[src/hdl/ebir_pkg.sv]
// Package with constants and types for the external bus idle and release block
package ebir_pkg;
	localparam int ADDR_W      = 24;
	localparam int DATA_W      = 16;
	localparam int AREA_N      = 8;
	localparam int AREA_W      = 3;
	localparam int CNT_W       = 3;
	localparam int IDLE_RST_A  = 2;
	localparam int CLK_W       = 3;
	localparam logic [1:0] CODE_RST = 2'h3;
	localparam logic [CNT_W-1:0] CNT_ZERO = 3'h0;
	localparam logic [CNT_W-1:0] CNT_ONE  = 3'h1;
	localparam logic [AREA_N-1:0] CS_IDLE = 8'hff;

	typedef enum logic [3:0] {
		EBIR_IDLE = 4'h1,
		EBIR_WAIT = 4'h2,
		EBIR_ACC  = 4'h4,
		EBIR_REL  = 4'h8
	} ebir_state_t;

	typedef enum logic [1:0] {
		EBIR_LAST_NONE  = 2'h0,
		EBIR_LAST_READ  = 2'h1,
		EBIR_LAST_WRITE = 2'h2
	} ebir_last_t;
endpackage

[src/hdl/ebir_top.sv]
// External bus idle-cycle insertion and bus release controller
// Operation
// Release requests are accepted only in extended mode with release and buffer enables set.
// The external master holds its active-low request low as long as it wants the bus.
// A sampled request drives acknowledge low and floats address, data and control pins.
// Internal-space accesses continue while the bus is released.
// External accesses wait before their cycle starts until the request is withdrawn.
// A clock-frequency write made during release takes effect after the request ends.
// With cancel enable set and bus released, external access, standby sleep or clock write pulls cancel low.
// A release request wins over a simultaneous external access.
// In release, address, data, chip selects and all strobes float.
// Idle cycles drive the next address, float data, hold strobes high and address hold low.
// Read-read idle in a new area inserts count A or B by the previous area's select bit.
// Write after read inserts count A or B by the previous area's select bit.
// Read after write inserts count A only.
// Count A codes give 1 to 4 cycles, count B codes 0,2,3,4; reset gives four everywhere.
// On request withdrawal acknowledge rises and the bus is driven before deferred cycles.
// Non-external cycles since the last access count toward the idle requirement.
`timescale 1ns/10ps
module ebir_top
	import ebir_pkg::*;
(
	input  wire logic              CLK_SYS,
	input  wire logic              RST,
	input  wire logic              EXT_EXTENDED_MODE,
	input  wire logic              RELEASE_ENABLE,
	input  wire logic              INPUT_BUFFER_CTRL,
	input  wire logic              CANCEL_REQUEST_OUT_ENABLE,
	input  wire logic              IDLE_ENABLE_READ_AFTER_WRITE,
	input  wire logic              IDLE_ENABLE_READ_READ,
	input  wire logic              IDLE_ENABLE_WRITE_AFTER_READ,
	input  wire logic [AREA_N-1:0] IDLE_SETTING_SELECT,
	input  wire logic [1:0]        IDLE_COUNT_A,
	input  wire logic [1:0]        IDLE_COUNT_B,
	input  wire logic              EXT_BUS_REQUEST_N,
	input  wire logic              ACC_REQ,
	input  wire logic              ACC_WRITE,
	input  wire logic [AREA_W-1:0] ACC_AREA,
	input  wire logic [ADDR_W-1:0] ACC_ADDR,
	input  wire logic [DATA_W-1:0] ACC_WDATA,
	input  wire logic              SLEEP_STANDBY_REQ,
	input  wire logic              CLK_SET_WR,
	input  wire logic [CLK_W-1:0]  CLK_SET_DATA,
	output logic                   ACC_DONE,
	output logic                   ACC_STALL,
	output logic [CLK_W-1:0]       CLK_SETTING,
	output logic                   BUS_ACK_N,
	output logic                   RELEASE_CANCEL_REQUEST_N,
	output logic [ADDR_W-1:0]      ADDR_O,
	output logic                   ADDR_OE_N,
	output logic [DATA_W-1:0]      DATA_O,
	output logic                   DATA_OE_N,
	output logic [AREA_N-1:0]      CHIP_SELECT_N,
	output logic                   ADDR_STROBE_N,
	output logic                   READ_N,
	output logic                   BUS_START_N,
	output logic                   READ_WRITE_N,
	output logic                   ADDR_HOLD_N,
	output logic                   UPPER_WRITE_STROBE_N,
	output logic                   LOWER_WRITE_STROBE_N,
	output logic                   UPPER_BYTE_SELECT_N,
	output logic                   LOWER_BYTE_SELECT_N,
	output logic                   CTRL_OE_N
);
	ebir_state_t      st_q, st_d;
	ebir_last_t       last_q, last_d;
	logic [AREA_W-1:0] area_q, area_d;
	logic [CNT_W-1:0] gap_q, gap_d, need_q, need_d;
	logic [ADDR_W-1:0] addr_q, addr_d;
	logic [DATA_W-1:0] data_q, data_d;
	logic [AREA_N-1:0] cs_q, cs_d;
	logic             wr_q, wr_d, ack_q, ack_d, cancel_q, cancel_d;
	logic             float_q, float_d, wrs_n_q, wrs_n_d, rd_n_q, rd_n_d;
	logic             done_q, done_d, stall_q, stall_d, hz_q, hz_d, strb_n_q, strb_n_d;
	logic             rel_ok;
	logic             clk_pending;
	logic [CLK_W-1:0] clk_setting;

	// Idle cycles implied by a 2-bit code, B code 00 meaning none
	function automatic logic [CNT_W-1:0] idle_cycles(input logic [1:0] code, input logic is_b);
		if (is_b && code == 2'h0)
			idle_cycles = CNT_ZERO;
		else
			idle_cycles = {1'b0, code} + CNT_ONE;
	endfunction

	// Required idle count for the next access given the previous one
	function automatic logic [CNT_W-1:0] idle_need(input ebir_last_t last,
		input logic prev_sel, input logic nwr, input logic same_area);
		logic [CNT_W-1:0] ab;
		ab = prev_sel ? idle_cycles(IDLE_COUNT_B, 1'b1) : idle_cycles(IDLE_COUNT_A, 1'b0);
		idle_need = CNT_ZERO;
		if (last == EBIR_LAST_READ && !nwr && !same_area && IDLE_ENABLE_READ_READ)
			idle_need = ab;
		else if (last == EBIR_LAST_READ && nwr && IDLE_ENABLE_WRITE_AFTER_READ)
			idle_need = ab;
		else if (last == EBIR_LAST_WRITE && !nwr && IDLE_ENABLE_READ_AFTER_WRITE)
			idle_need = idle_cycles(IDLE_COUNT_A, 1'b0);
	endfunction

	assign rel_ok = EXT_EXTENDED_MODE && RELEASE_ENABLE && INPUT_BUFFER_CTRL
		&& !EXT_BUS_REQUEST_N;

	ebir_clk_hold u_clk_hold (
		.CLK_SYS (CLK_SYS),
		.RST     (RST),
		.wr_stb  (CLK_SET_WR),
		.wr_data (CLK_SET_DATA),
		.hold    (st_q == EBIR_REL),
		.setting (clk_setting),
		.pending (clk_pending)
	);

	always_comb begin
		st_d     = st_q;
		last_d   = last_q;
		area_d   = area_q;
		gap_d    = (gap_q == '1) ? gap_q : gap_q + CNT_ONE;
		need_d   = need_q;
		addr_d   = addr_q;
		data_d   = data_q;
		cs_d     = CS_IDLE;
		wr_d     = 1'b0;
		rd_n_d   = 1'b1;
		wrs_n_d  = 1'b1;
		strb_n_d = 1'b1;
		hz_d     = 1'b0;
		ack_d    = 1'b1;
		float_d  = 1'b0;
		done_d   = 1'b0;
		stall_d  = 1'b0;
		cancel_d = 1'b1;
		case (st_q)
			EBIR_IDLE: begin
				if (rel_ok) begin
					st_d = EBIR_REL;
					ack_d = 1'b0;
					float_d = 1'b1;
					stall_d = ACC_REQ;
				end else if (ACC_REQ) begin
					need_d = idle_need(last_q, IDLE_SETTING_SELECT[area_q], ACC_WRITE,
						ACC_AREA == area_q);
					addr_d = ACC_ADDR;
					data_d = ACC_WDATA;
					area_d = ACC_AREA;
					wr_d   = ACC_WRITE;
					stall_d = 1'b1;
					st_d   = EBIR_WAIT;
				end
			end
			EBIR_WAIT: begin
				wr_d = wr_q;
				stall_d = 1'b1;
				if (gap_q >= need_q) begin
					st_d = EBIR_ACC;
					cs_d[area_q] = 1'b0;
					strb_n_d = 1'b0;
					rd_n_d = wr_q;
					wrs_n_d = !wr_q;
				end
			end
			EBIR_ACC: begin
				st_d   = EBIR_IDLE;
				last_d = wr_q ? EBIR_LAST_WRITE : EBIR_LAST_READ;
				// The cycle after the strobe is already the first idle cycle
				gap_d  = CNT_ONE;
				done_d = 1'b1;
			end
			EBIR_REL: begin
				float_d = 1'b1;
				ack_d   = 1'b0;
				stall_d = ACC_REQ;
				if (CANCEL_REQUEST_OUT_ENABLE && (ACC_REQ || SLEEP_STANDBY_REQ || CLK_SET_WR
					|| clk_pending))
					cancel_d = 1'b0;
				if (EXT_BUS_REQUEST_N) begin
					st_d = EBIR_IDLE;
					ack_d = 1'b1;
					float_d = 1'b0;
					cancel_d = 1'b1;
				end
			end
			default: st_d = EBIR_IDLE;
		endcase
		hz_d = float_d || wrs_n_d;
	end

	always_ff @(posedge CLK_SYS) begin
		if (RST) begin
			st_q <= EBIR_IDLE;
			last_q <= EBIR_LAST_NONE;
			area_q <= '0;
			gap_q <= '1;
			need_q <= CNT_ZERO;
			addr_q <= '0;
			data_q <= '0;
			cs_q <= CS_IDLE;
			wr_q <= 1'b0;
			rd_n_q <= 1'b1;
			wrs_n_q <= 1'b1;
			strb_n_q <= 1'b1;
			hz_q <= 1'b1;
			ack_q <= 1'b1;
			float_q <= 1'b0;
			done_q <= 1'b0;
			stall_q <= 1'b0;
			cancel_q <= 1'b1;
		end else begin
			st_q <= st_d;
			last_q <= last_d;
			area_q <= area_d;
			gap_q <= gap_d;
			need_q <= need_d;
			addr_q <= addr_d;
			data_q <= data_d;
			cs_q <= cs_d;
			wr_q <= wr_d;
			rd_n_q <= rd_n_d;
			wrs_n_q <= wrs_n_d;
			strb_n_q <= strb_n_d;
			hz_q <= hz_d;
			ack_q <= ack_d;
			float_q <= float_d;
			done_q <= done_d;
			stall_q <= stall_d;
			cancel_q <= cancel_d;
		end
	end

	// Internal-space traffic never enters this block, so it runs on during release
	assign ACC_DONE = done_q;
	assign ACC_STALL = stall_q;
	assign CLK_SETTING = clk_setting;
	assign BUS_ACK_N = ack_q;
	assign RELEASE_CANCEL_REQUEST_N = cancel_q;
	assign ADDR_O = addr_q;
	assign ADDR_OE_N = float_q;
	assign DATA_O = data_q;
	assign DATA_OE_N = hz_q;
	assign CHIP_SELECT_N = cs_q;
	assign ADDR_STROBE_N = strb_n_q;
	assign READ_N = rd_n_q;
	assign BUS_START_N = strb_n_q;
	assign READ_WRITE_N = wrs_n_q;
	assign ADDR_HOLD_N = 1'b0;
	assign UPPER_WRITE_STROBE_N = wrs_n_q;
	assign LOWER_WRITE_STROBE_N = wrs_n_q;
	assign UPPER_BYTE_SELECT_N = strb_n_q;
	assign LOWER_BYTE_SELECT_N = strb_n_q;
	assign CTRL_OE_N = float_q;

	a_release_acks: assert property (@(posedge CLK_SYS) disable iff (RST)
		(st_q == EBIR_IDLE && rel_ok) |=> (!BUS_ACK_N && ADDR_OE_N && CTRL_OE_N))
		else $error("release not acknowledged");
	a_release_floats: assert property (@(posedge CLK_SYS) disable iff (RST)
		!BUS_ACK_N |-> (ADDR_OE_N && DATA_OE_N && CTRL_OE_N))
		else $error("bus driven while released");
	a_release_defers: assert property (@(posedge CLK_SYS) disable iff (RST)
		!BUS_ACK_N |-> &CHIP_SELECT_N)
		else $error("external cycle during release");
	a_release_gated: assert property (@(posedge CLK_SYS) disable iff (RST)
		(st_q == EBIR_IDLE && !(EXT_EXTENDED_MODE && RELEASE_ENABLE && INPUT_BUFFER_CTRL))
		|=> BUS_ACK_N)
		else $error("release without enables");
	a_cancel_out: assert property (@(posedge CLK_SYS) disable iff (RST)
		!RELEASE_CANCEL_REQUEST_N |-> (!BUS_ACK_N && CANCEL_REQUEST_OUT_ENABLE))
		else $error("cancel request outside release");
	a_return_ack: assert property (@(posedge CLK_SYS) disable iff (RST)
		(st_q == EBIR_REL && EXT_BUS_REQUEST_N) |=> (BUS_ACK_N && !ADDR_OE_N))
		else $error("acknowledge not returned");
	a_idle_pins: assert property (@(posedge CLK_SYS) disable iff (RST)
		(st_q == EBIR_WAIT) |-> (&CHIP_SELECT_N && READ_N && DATA_OE_N && !ADDR_HOLD_N))
		else $error("idle pin state wrong");
	a_idle_count: assert property (@(posedge CLK_SYS) disable iff (RST)
		(st_q == EBIR_WAIT && gap_q < need_q) |=> &CHIP_SELECT_N)
		else $error("access started before idle done");
	a_clk_defer: assert property (@(posedge CLK_SYS) disable iff (RST)
		(st_q == EBIR_REL && CLK_SET_WR) |=> $stable(CLK_SETTING))
		else $error("clock setting applied during release");
	c_release: cover property (@(posedge CLK_SYS) st_q == EBIR_IDLE ##1 st_q == EBIR_REL);
	c_idle_wait: cover property (@(posedge CLK_SYS) st_q == EBIR_WAIT ##1 st_q == EBIR_WAIT);
	c_cancel: cover property (@(posedge CLK_SYS) !RELEASE_CANCEL_REQUEST_N);
endmodule

[src/hdl/ebir_clk_hold.sv]
// Holding register for a deferred clock-frequency setting
`timescale 1ns/10ps
module ebir_clk_hold
	import ebir_pkg::*;
(
	input  wire logic             CLK_SYS,
	input  wire logic             RST,
	input  wire logic             wr_stb,
	input  wire logic [CLK_W-1:0] wr_data,
	input  wire logic             hold,
	output logic      [CLK_W-1:0] setting,
	output logic                  pending
);
	logic [CLK_W-1:0] buf_q, buf_d, set_q, set_d;
	logic             pend_q, pend_d;

	always_comb begin
		buf_d  = buf_q;
		set_d  = set_q;
		pend_d = pend_q;
		if (wr_stb && hold) begin
			buf_d  = wr_data;
			pend_d = 1'b1;
		end else if (wr_stb) begin
			set_d  = wr_data;
			pend_d = 1'b0;
		end else if (pend_q && !hold) begin
			set_d  = buf_q;
			pend_d = 1'b0;
		end
	end

	always_ff @(posedge CLK_SYS) begin
		if (RST) begin
			buf_q  <= '0;
			set_q  <= '0;
			pend_q <= 1'b0;
		end else begin
			buf_q  <= buf_d;
			set_q  <= set_d;
			pend_q <= pend_d;
		end
	end

	assign setting = set_q;
	assign pending = pend_q;
endmodule

[config.mk]
export PLATFORM = sky130hd
export DESIGN_NAME = ebir_top
export DESIGN_NICKNAME = d
export VERILOG_FILES = /design/src/hdl/ebir_pkg.sv /design/src/hdl/ebir_top.sv /design/src/hdl/ebir_clk_hold.sv
export SDC_FILE = /design/constraint.sdc
export NUM_CORES = 1
export LEC_CHECK = 0
export BUFFER_PORTS_ARGS = -buffer_cell sky130_fd_sc_hd__clkbuf_2
export CAP_MARGIN = 20
export CORE_ASPECT_RATIO = 1.25
export CORE_MARGIN = 3
export CORE_UTILIZATION = 45
export DETAILED_ROUTE_END_ITERATION = 8
export PLACE_DENSITY = 0.87
export REMOVE_ABC_BUFFERS = 1
export SETUP_SLACK_MARGIN = 0.15
export SYNTH_ARGS = -nofsm -noshare
export SYNTH_HDL_FRONTEND = slang
export SYNTH_SLANG_ARGS = --single-unit
[constraint.sdc]
create_clock -name CLK_SYS -period 4.6 [get_ports CLK_SYS]
set_input_delay 0.92 -clock CLK_SYS [delete_from_list [all_inputs] [get_ports CLK_SYS]]
set_output_delay 0.92 -clock CLK_SYS [all_outputs]
set_load 0.03 [all_outputs]
==> metrics.txt, run 1 <==
run status completed; Mapped Cells 366; FF-to-FF path depth 4; largest family of logic cells by synthesized area simple AND/OR/NAND/NOR gates; antenna violations before repair 0; RSZ-0062 raised after global routing false; worst r2r dst need_q[2]; htree depth 3; clock slew at reported path FFs 0.08 ns; row cnt 33; gpl congestion 0.721; worst hold start DATA_O[4]; xor-xnor portion of the synthesized cell area 1.09%; DRT iter0 DRCs 78; GRT Total Usage 18.4%; Placeable Area 6730 um^2; Routed Antenna Nets 0; CP Max Fanout 50; Cell Area, Synth 3200 um^2; kind of critical path in2reg; Worst path top cell family by delay simple AND/OR/NAND/NOR gates; clock power share 32.5%; Most Crowded Layer GR met2; WP buf/inv 1; Post-CTS Resized 0; WL final 7.47 mm; layout cell share with drive strength beyond 1 33.5%; Post-CTS Repair Setup Buffers 0; hold crit path type reg2reg; post-synthesis register bit count 80; Buffers on Ports 137; HPWL after detailed placement 5.41 mm; max_slew headroom 37.5%; I/O Pins 139; combinational share of power 20.9%; fraction of registers with async set/reset 0%; Max stage delay on crit path 0.85 ns; worst-skew pair later-pin latency 0.34 ns; drt drc 0; met1 track demand over resource 19.5%; total CTS buffers 9; Static Leak 1.84 nW; first-pass GRT wire length 11.8 mm; area fraction in compound gates after synthesis 11.8%; GRT met3 Usage 5.75%; hold endpoint DATA_O[4]; Synth Area in Adders 3.13%; vias in the first global route 2,745; register area share after synthesis 50.0%; max-cap viol count 0; Longest Clk Path Bufs 2; Layout area overhead 27.1%; Reg2Reg Launch Point st_q[1]; pin count of the biggest net entering global routing 69; Clock Skew 0.00519 ns; fmax 449 MHz; Worst path depth 5; clock period minus worst slack 2.23 ns; Max Slew Vio Count 0; critical path arrival 2.42 ns; Seq pwr share 46.6%; Via Count 2,909; Primary FF master, synth dfxtp_1; Min Hold Slack 0.456 ns; crit-path cells clkbuf_2 -> nand4b_1 -> and3_2 -> mux2i_1 -> o32ai_1; CP startpoint kind primary input; root buffer cell clkbuf_8; dpl cells 561; simple logic cell fraction of the synthesized area 21.5%; setup slack, reg-to-reg 2.39 ns; Pwr Density 412 nW/um^2; met2 GRT Util 32.5%; Worst Tran Pin Value 0.938 ns; Hold Fails Final Rpt 0; Starting Density 47.6%; fin cells 577; clock sink count 80; Reg area 1600 um^2; CTS tree built; detailed-route wire length per cell 12.9 um; Vias/cell 5.04; maximum vdd drop 0.000232 V; Worst EP required 4.80 ns; Antenna diodes 0; CP Capture Type flip-flop; GRT Residual Overflow 0; Design Power 1.67 mW; hold path cells 2; cts hold-fix bufs 0; FILL cells 603; Die Wd 81.4 um; Post-synth EDFFs 0; Mean Syn Cell Area 8.74 um^2; Ys Warns 0; switching part of the total power 29.6%; drt pass-1 iters 5; post-synthesis mux area share 5.90%; final worst-path cycle share 48.4%; setup tns final 0 ns; die area 8170 um^2; synth unique cells 40; area of the multi-input gates 1400 um^2; Psw 0.496 mW; CP max stage cell and3_2; Die Height 100 um; # nets final 565; endpoints failing setup 0; P_int 1.18 mW
==> worst register-to-register path, stage by stage (launching register included) <==
cell     delay, ns
dfxtp_1       0.37
nor4b_4       0.42
and3_2        0.89
mux2i_1       0.29
o32ai_1       0.10
==> stage by stage <==
step,util (%),area (um^2),worst slack [ns]
5_1_grt,60.4,4070,2.15
4_1_cts,60.4,4070,2.34
6_report,60.4,4070,2.37
3_3_place_gp,57.3,3850,2.07
2_1_floorplan,-,3040,2.06
3_5_place_dp,57.3,3850,2.02
==> registers in the layout, indices dropped and copies added, names as in the netlist <==
register                  cells
u_clk_hold.setting            3
wr_q                          1
gap_q                         3
RELEASE_CANCEL_REQUEST_N      1
ADDR_OE_N                     1
ACC_STALL                     1
ADDR_O                       24
area_q                        3
DATA_OE_N                     1
st_q                          4
DATA_O                       16
READ_N                        1
need_q                        3
ACC_DONE                      1
ADDR_STROBE_N                 1
u_clk_hold.buf_q              3
last_q                        2
u_clk_hold.pending            1
BUS_ACK_N                     1
CHIP_SELECT_N                 8
LOWER_WRITE_STROBE_N          1
==> worst max path at each step <==
stage	start	end	slack (ns)
finish	EXT_BUS_REQUEST_N	need_q[2]	2.37
global route	st_q[1]	need_q[2]	2.15
CTS	gap_q[0]	CHIP_SELECT_N[7]	2.34
detailed placement	EXT_BUS_REQUEST_N	need_q[0]	2.02
global placement	EXT_BUS_REQUEST_N	need_q[2]	2.07
floorplan	EXT_BUS_REQUEST_N	need_q[0]	2.06
==> layout make-up <==
type | instances | share of cell area [%]
clock buffer | 10 | 3.14
inverter | 12 | 1.11
timing repair buffer | 139 | 17.2
clock inverter | 6 | 2.06
tap | 87 | 2.68
sequential | 80 | 39.4
multi-input combinational | 243 | 34.4
==> routing by layer <==
| layer | part of all wire (%) | vias up |
|---|---|---|
| li1 | - | 1457 |
| met1 | 38 | 1335 |
| met2 | 51 | 102 |
| met3 | 8.3 | 15 |
| met4 | 2.3 | 0 |
| met5 | 0 | - |
==> power groups by stage <==
stage | Combinational, mW | Clock (mW) | Sequential [mW]
3_3_place_gp | 0.339 | 0 | 0.792
2_1_floorplan | 0.171 | 0 | 0.856
5_1_grt | 0.387 | 0.584 | 0.786
6_report | 0.350 | 0.544 | 0.780
4_1_cts | 0.354 | 0.557 | 0.780
3_5_place_dp | 0.354 | 0 | 0.795
==> cells in the final DEF, fill, tap and decap left out, types with 2 or more instances in the layout <==
cell | netlist | final
o211ai_1 | 2 | 2
a21oi_1 | 50 | 50
clkinv_2 | 0 | 3
nand3_1 | 6 | 5
nand2_1 | 92 | 92
inv_1 | 12 | 12
nor2_1 | 21 | 21
nor2b_1 | 3 | 3
xnor2_1 | 4 | 4
bufinv_16 | 0 | 2
nand4b_1 | 6 | 6
a211oi_1 | 4 | 4
mux4_2 | 2 | 2
nand4_1 | 4 | 4
clkbuf_2 | 0 | 137
mux2i_1 | 11 | 11
and2_1 | 3 | 3
or4b_2 | 2 | 2
nor4b_1 | 3 | 3
ha_1 | 8 | 8
buf_4 | 7 | 2
o32ai_1 | 3 | 3
o21bai_1 | 2 | 2
dfxtp_1 | 80 | 80
clkbuf_8 | 0 | 9
==> logic make-up (layout without fill, tap and decap cells) <==
logic type / after synthesis / in the layout
and+or+nand+nor: 148 / 148
DFF: 80 / 80
AOI/OAI and AO/OA: 67 / 67
buffers and inverters: 43 / 167
muxes: 15 / 15
adders and majority gates: 8 / 8
xor gates and xnor gates: 4 / 4
other: 1 / 1
==> synthesized netlist by cell type, types with 6 or more instances <==
cell type	n	area share, %
a21oi_1	50	7.8
nand4b_1	6	1.6
buf_4	7	1.6
dfxtp_1	80	50
ha_1	8	3.1
buf_2	9	1.4
nand2_1	92	11
nor2_1	21	2.5
clkbuf_1	14	1.6
nand3_1	6	0.94
mux2i_1	11	3.4
inv_1	12	1.4
(Power assumes the default switching activity.)
==> inputs of run 2 (changes only) <==
Settings changed: CORE_UTILIZATION 45 to 42, PLACE_DENSITY 0.87 to 0.86.
Clock period 4.6 ns to 1.9 ns, I/O delays scaled along.
==> run 2 against run 1 <==
Against the previous run: sequential share of layout area shrank 0.89 points; setup slack lost 2.2 ns; largest cell class unchanged; cell count grew 2.8%; total power grew 140%; core utilization shrank 2.3 points; highest routed layer unchanged; count of clock-buffer cells in the layout is the same; worst hold slack lost 0.24 ns.
==> metrics.txt, run 2 (same netlist as run 1, synthesis figures left out) <==
FF-to-FF path depth 4 (unchanged); max-cap viol count 0 (unchanged); critical path arrival 1.98 ns (-0.44 ns); pre-CTS setup slack 0.00565 ns (-2.01 ns); CP startpoint kind flip-flop; first-pass GRT wire length 12.9 mm (+9.7%); Longest Clk Path Bufs 2 (unchanged); antenna violations before repair 0 (unchanged); Clock Skew 0.0127 ns (+0.00753 ns); # nets final 579 (+2.5%); Die Wd 84.1 um (+3.3%); most common cell after layout, fill and taps aside clkbuf_2; Placeable Area 7190 um^2 (+6.8%); Critical Path Source area_q[1]; Worst EP required 2.17 ns (-2.63 ns); maximum vdd drop 0.000592 V (+160%); htree depth 3 (unchanged); CP Max Fanout 5 (-90%); Largest register FFs 24 (unchanged); RSZ-0062 raised after global routing true; I/O Pins 139 (unchanged); drt pass-1 iters 4 (-1); wire length on met3 503 um (-18%); Via Count 2,955 (+1.6%); vias in the first global route 2,944 (+7.2%); WL final 7.72 mm (+3.4%); row cnt 34 (+3.0%); worst-skew pair later-pin latency 0.35 ns (about the same); Die Height 104 um (+3.3%); Design Power 4.01 mW (+140%); pin count of the biggest net entering global routing 39 (-43%); layout cell share with drive strength beyond 1 36.2% (+2.7 points); Max Used Layer met4; gpl congestion 0.803 (+11%); clock sink count 80 (unchanged); total CTS buffers 9 (unchanged); CTS tree built; HPWL after detailed placement 5.72 mm (+5.9%); Met1 Wirelength 2.99 mm (+4.2%); fmax 585 MHz; final worst-path cycle share 90.0%; WL met2 4.06 mm (+6.7%); Starting Density 44.5% (-3.0 points); cts hold-fix bufs 0 (unchanged); GRT Residual Overflow 0 (unchanged); Antenna diodes 0 (unchanged); kind of critical path reg2reg; detailed-route wire length per cell 13.0 um (+0.58%); Pwr Density 961 nW/um^2 (+130%); Static Leak 1.90 nW (+3.3%); Vias/cell 4.98 (-1.2%); drt drc 0 (unchanged); GRT Total Usage 17.7% (-0.68 points); worst r2r dst need_q[1]; run status completed; Max Slew Vio Count 0 (unchanged); commonest non-fill, non-tap cells in the layout clkbuf_2 (137), nand2_1 (92), dfxtp_1 (77), a21oi_1 (50), nor2_1 (21); Reg2Reg Launch Point area_q[1]; Buffers on Ports 137 (unchanged); Cell Area, Placed 3960 um^2 (+2.6%); hold crit path type in2reg; Hold Fails Final Rpt 0 (unchanged); endpoints failing setup 0 (unchanged); clock period minus worst slack 1.71 ns; CP Capture Type flip-flop; clock slew at reported path FFs 0.09 ns (about the same); Layout area overhead 30.5%; root buffer cell clkbuf_8; die area 8710 um^2 (+6.7%); setup slack, reg-to-reg 0.19 ns (-2.20 ns); Routed Antenna Nets 0 (unchanged); Finished Cell Area 4180 um^2 (+2.7%); capture point of the critical path need_q[1]; PnR worst setup slack 0.189 ns (-2.18 ns); DRT iter0 DRCs 100 (+28%); Min Hold Slack 0.212 ns (-0.244 ns)
==> run 2: changes by cell type in the layout (fill, tap and decap cells not counted), sizes merged <==
cell / delta
clkinvlp: +1
clkinv: -2
inv: +1
buf: +14
bufinv: -1
==> run 2: worst min-delay path by stage <==
| stage | from | to | slack (ns) | cells past startpoint |
|---|---|---|---|---|
| final | CANCEL_REQUEST_OUT_ENABLE | RELEASE_CANCEL_REQUEST_N | 0.21 | 2 |
| after global routing | CANCEL_REQUEST_OUT_ENABLE | RELEASE_CANCEL_REQUEST_N | 0.20 | 2 |
| after floorplan | wr_q | DATA_OE_N | 0.41 | 1 |
| after global placement | wr_q | LOWER_WRITE_STROBE_N | 0.44 | 1 |
| after detailed placement | wr_q | LOWER_WRITE_STROBE_N | 0.44 | 1 |
| after CTS | CANCEL_REQUEST_OUT_ENABLE | RELEASE_CANCEL_REQUEST_N | 0.19 | 2 |
==> run 2: per-layer routing <==
metal	vias up	GRT usage, %
met3	17	3.81
met2	114	31.3
li1	1482	-
met1	1342	19.7
met5	-	0
met4	0	8.74
==> run 2: timing repair <==
item                                   CTS  global route
buffers inserted                         0             1
endpoints found under the hold margin    0             0
gates resized for setup                  4             5
setup endpoints to repair                3            18
pin swaps                                0             2
==> run 2: worst max-delay path, stage by stage (launching register included) <==
cell,delay [ns]
dfxtp_4,0.39
mux4_2,0.54
mux2i_4,0.20
mux2_4,0.33
o32ai_2,0.18
==> run 2: area by class of cell <==
class	count	area (um^2)
clock inverters	5	56.3
multi-input cells	243	1410
well taps	90	113
clock buffers	10	128
repair buffers	153	813
inverters	12	45.0
flip-flops and latches	80	1610
fillers	642	3010
==> run 2: per-stage QoR <==
| stage | util [%] | TNS (ns) | cells |
|---|---|---|---|
| after floorplan | - | -7.92 | 335 |
| after global placement | 55.0 | 0 | 577 |
| after detailed placement | 55.0 | 0 | 577 |
| after CTS | 57.8 | 0 | 592 |
| after global routing | 58.1 | 0 | 593 |
| final | 58.1 | 0 | 593 |
==> run 2: report_power, final <==
part           internal, mW  switching, mW
Combinational         0.369          0.561
Clock                 0.601          0.600
Sequential             1.80         0.0858
Total                  2.77           1.25
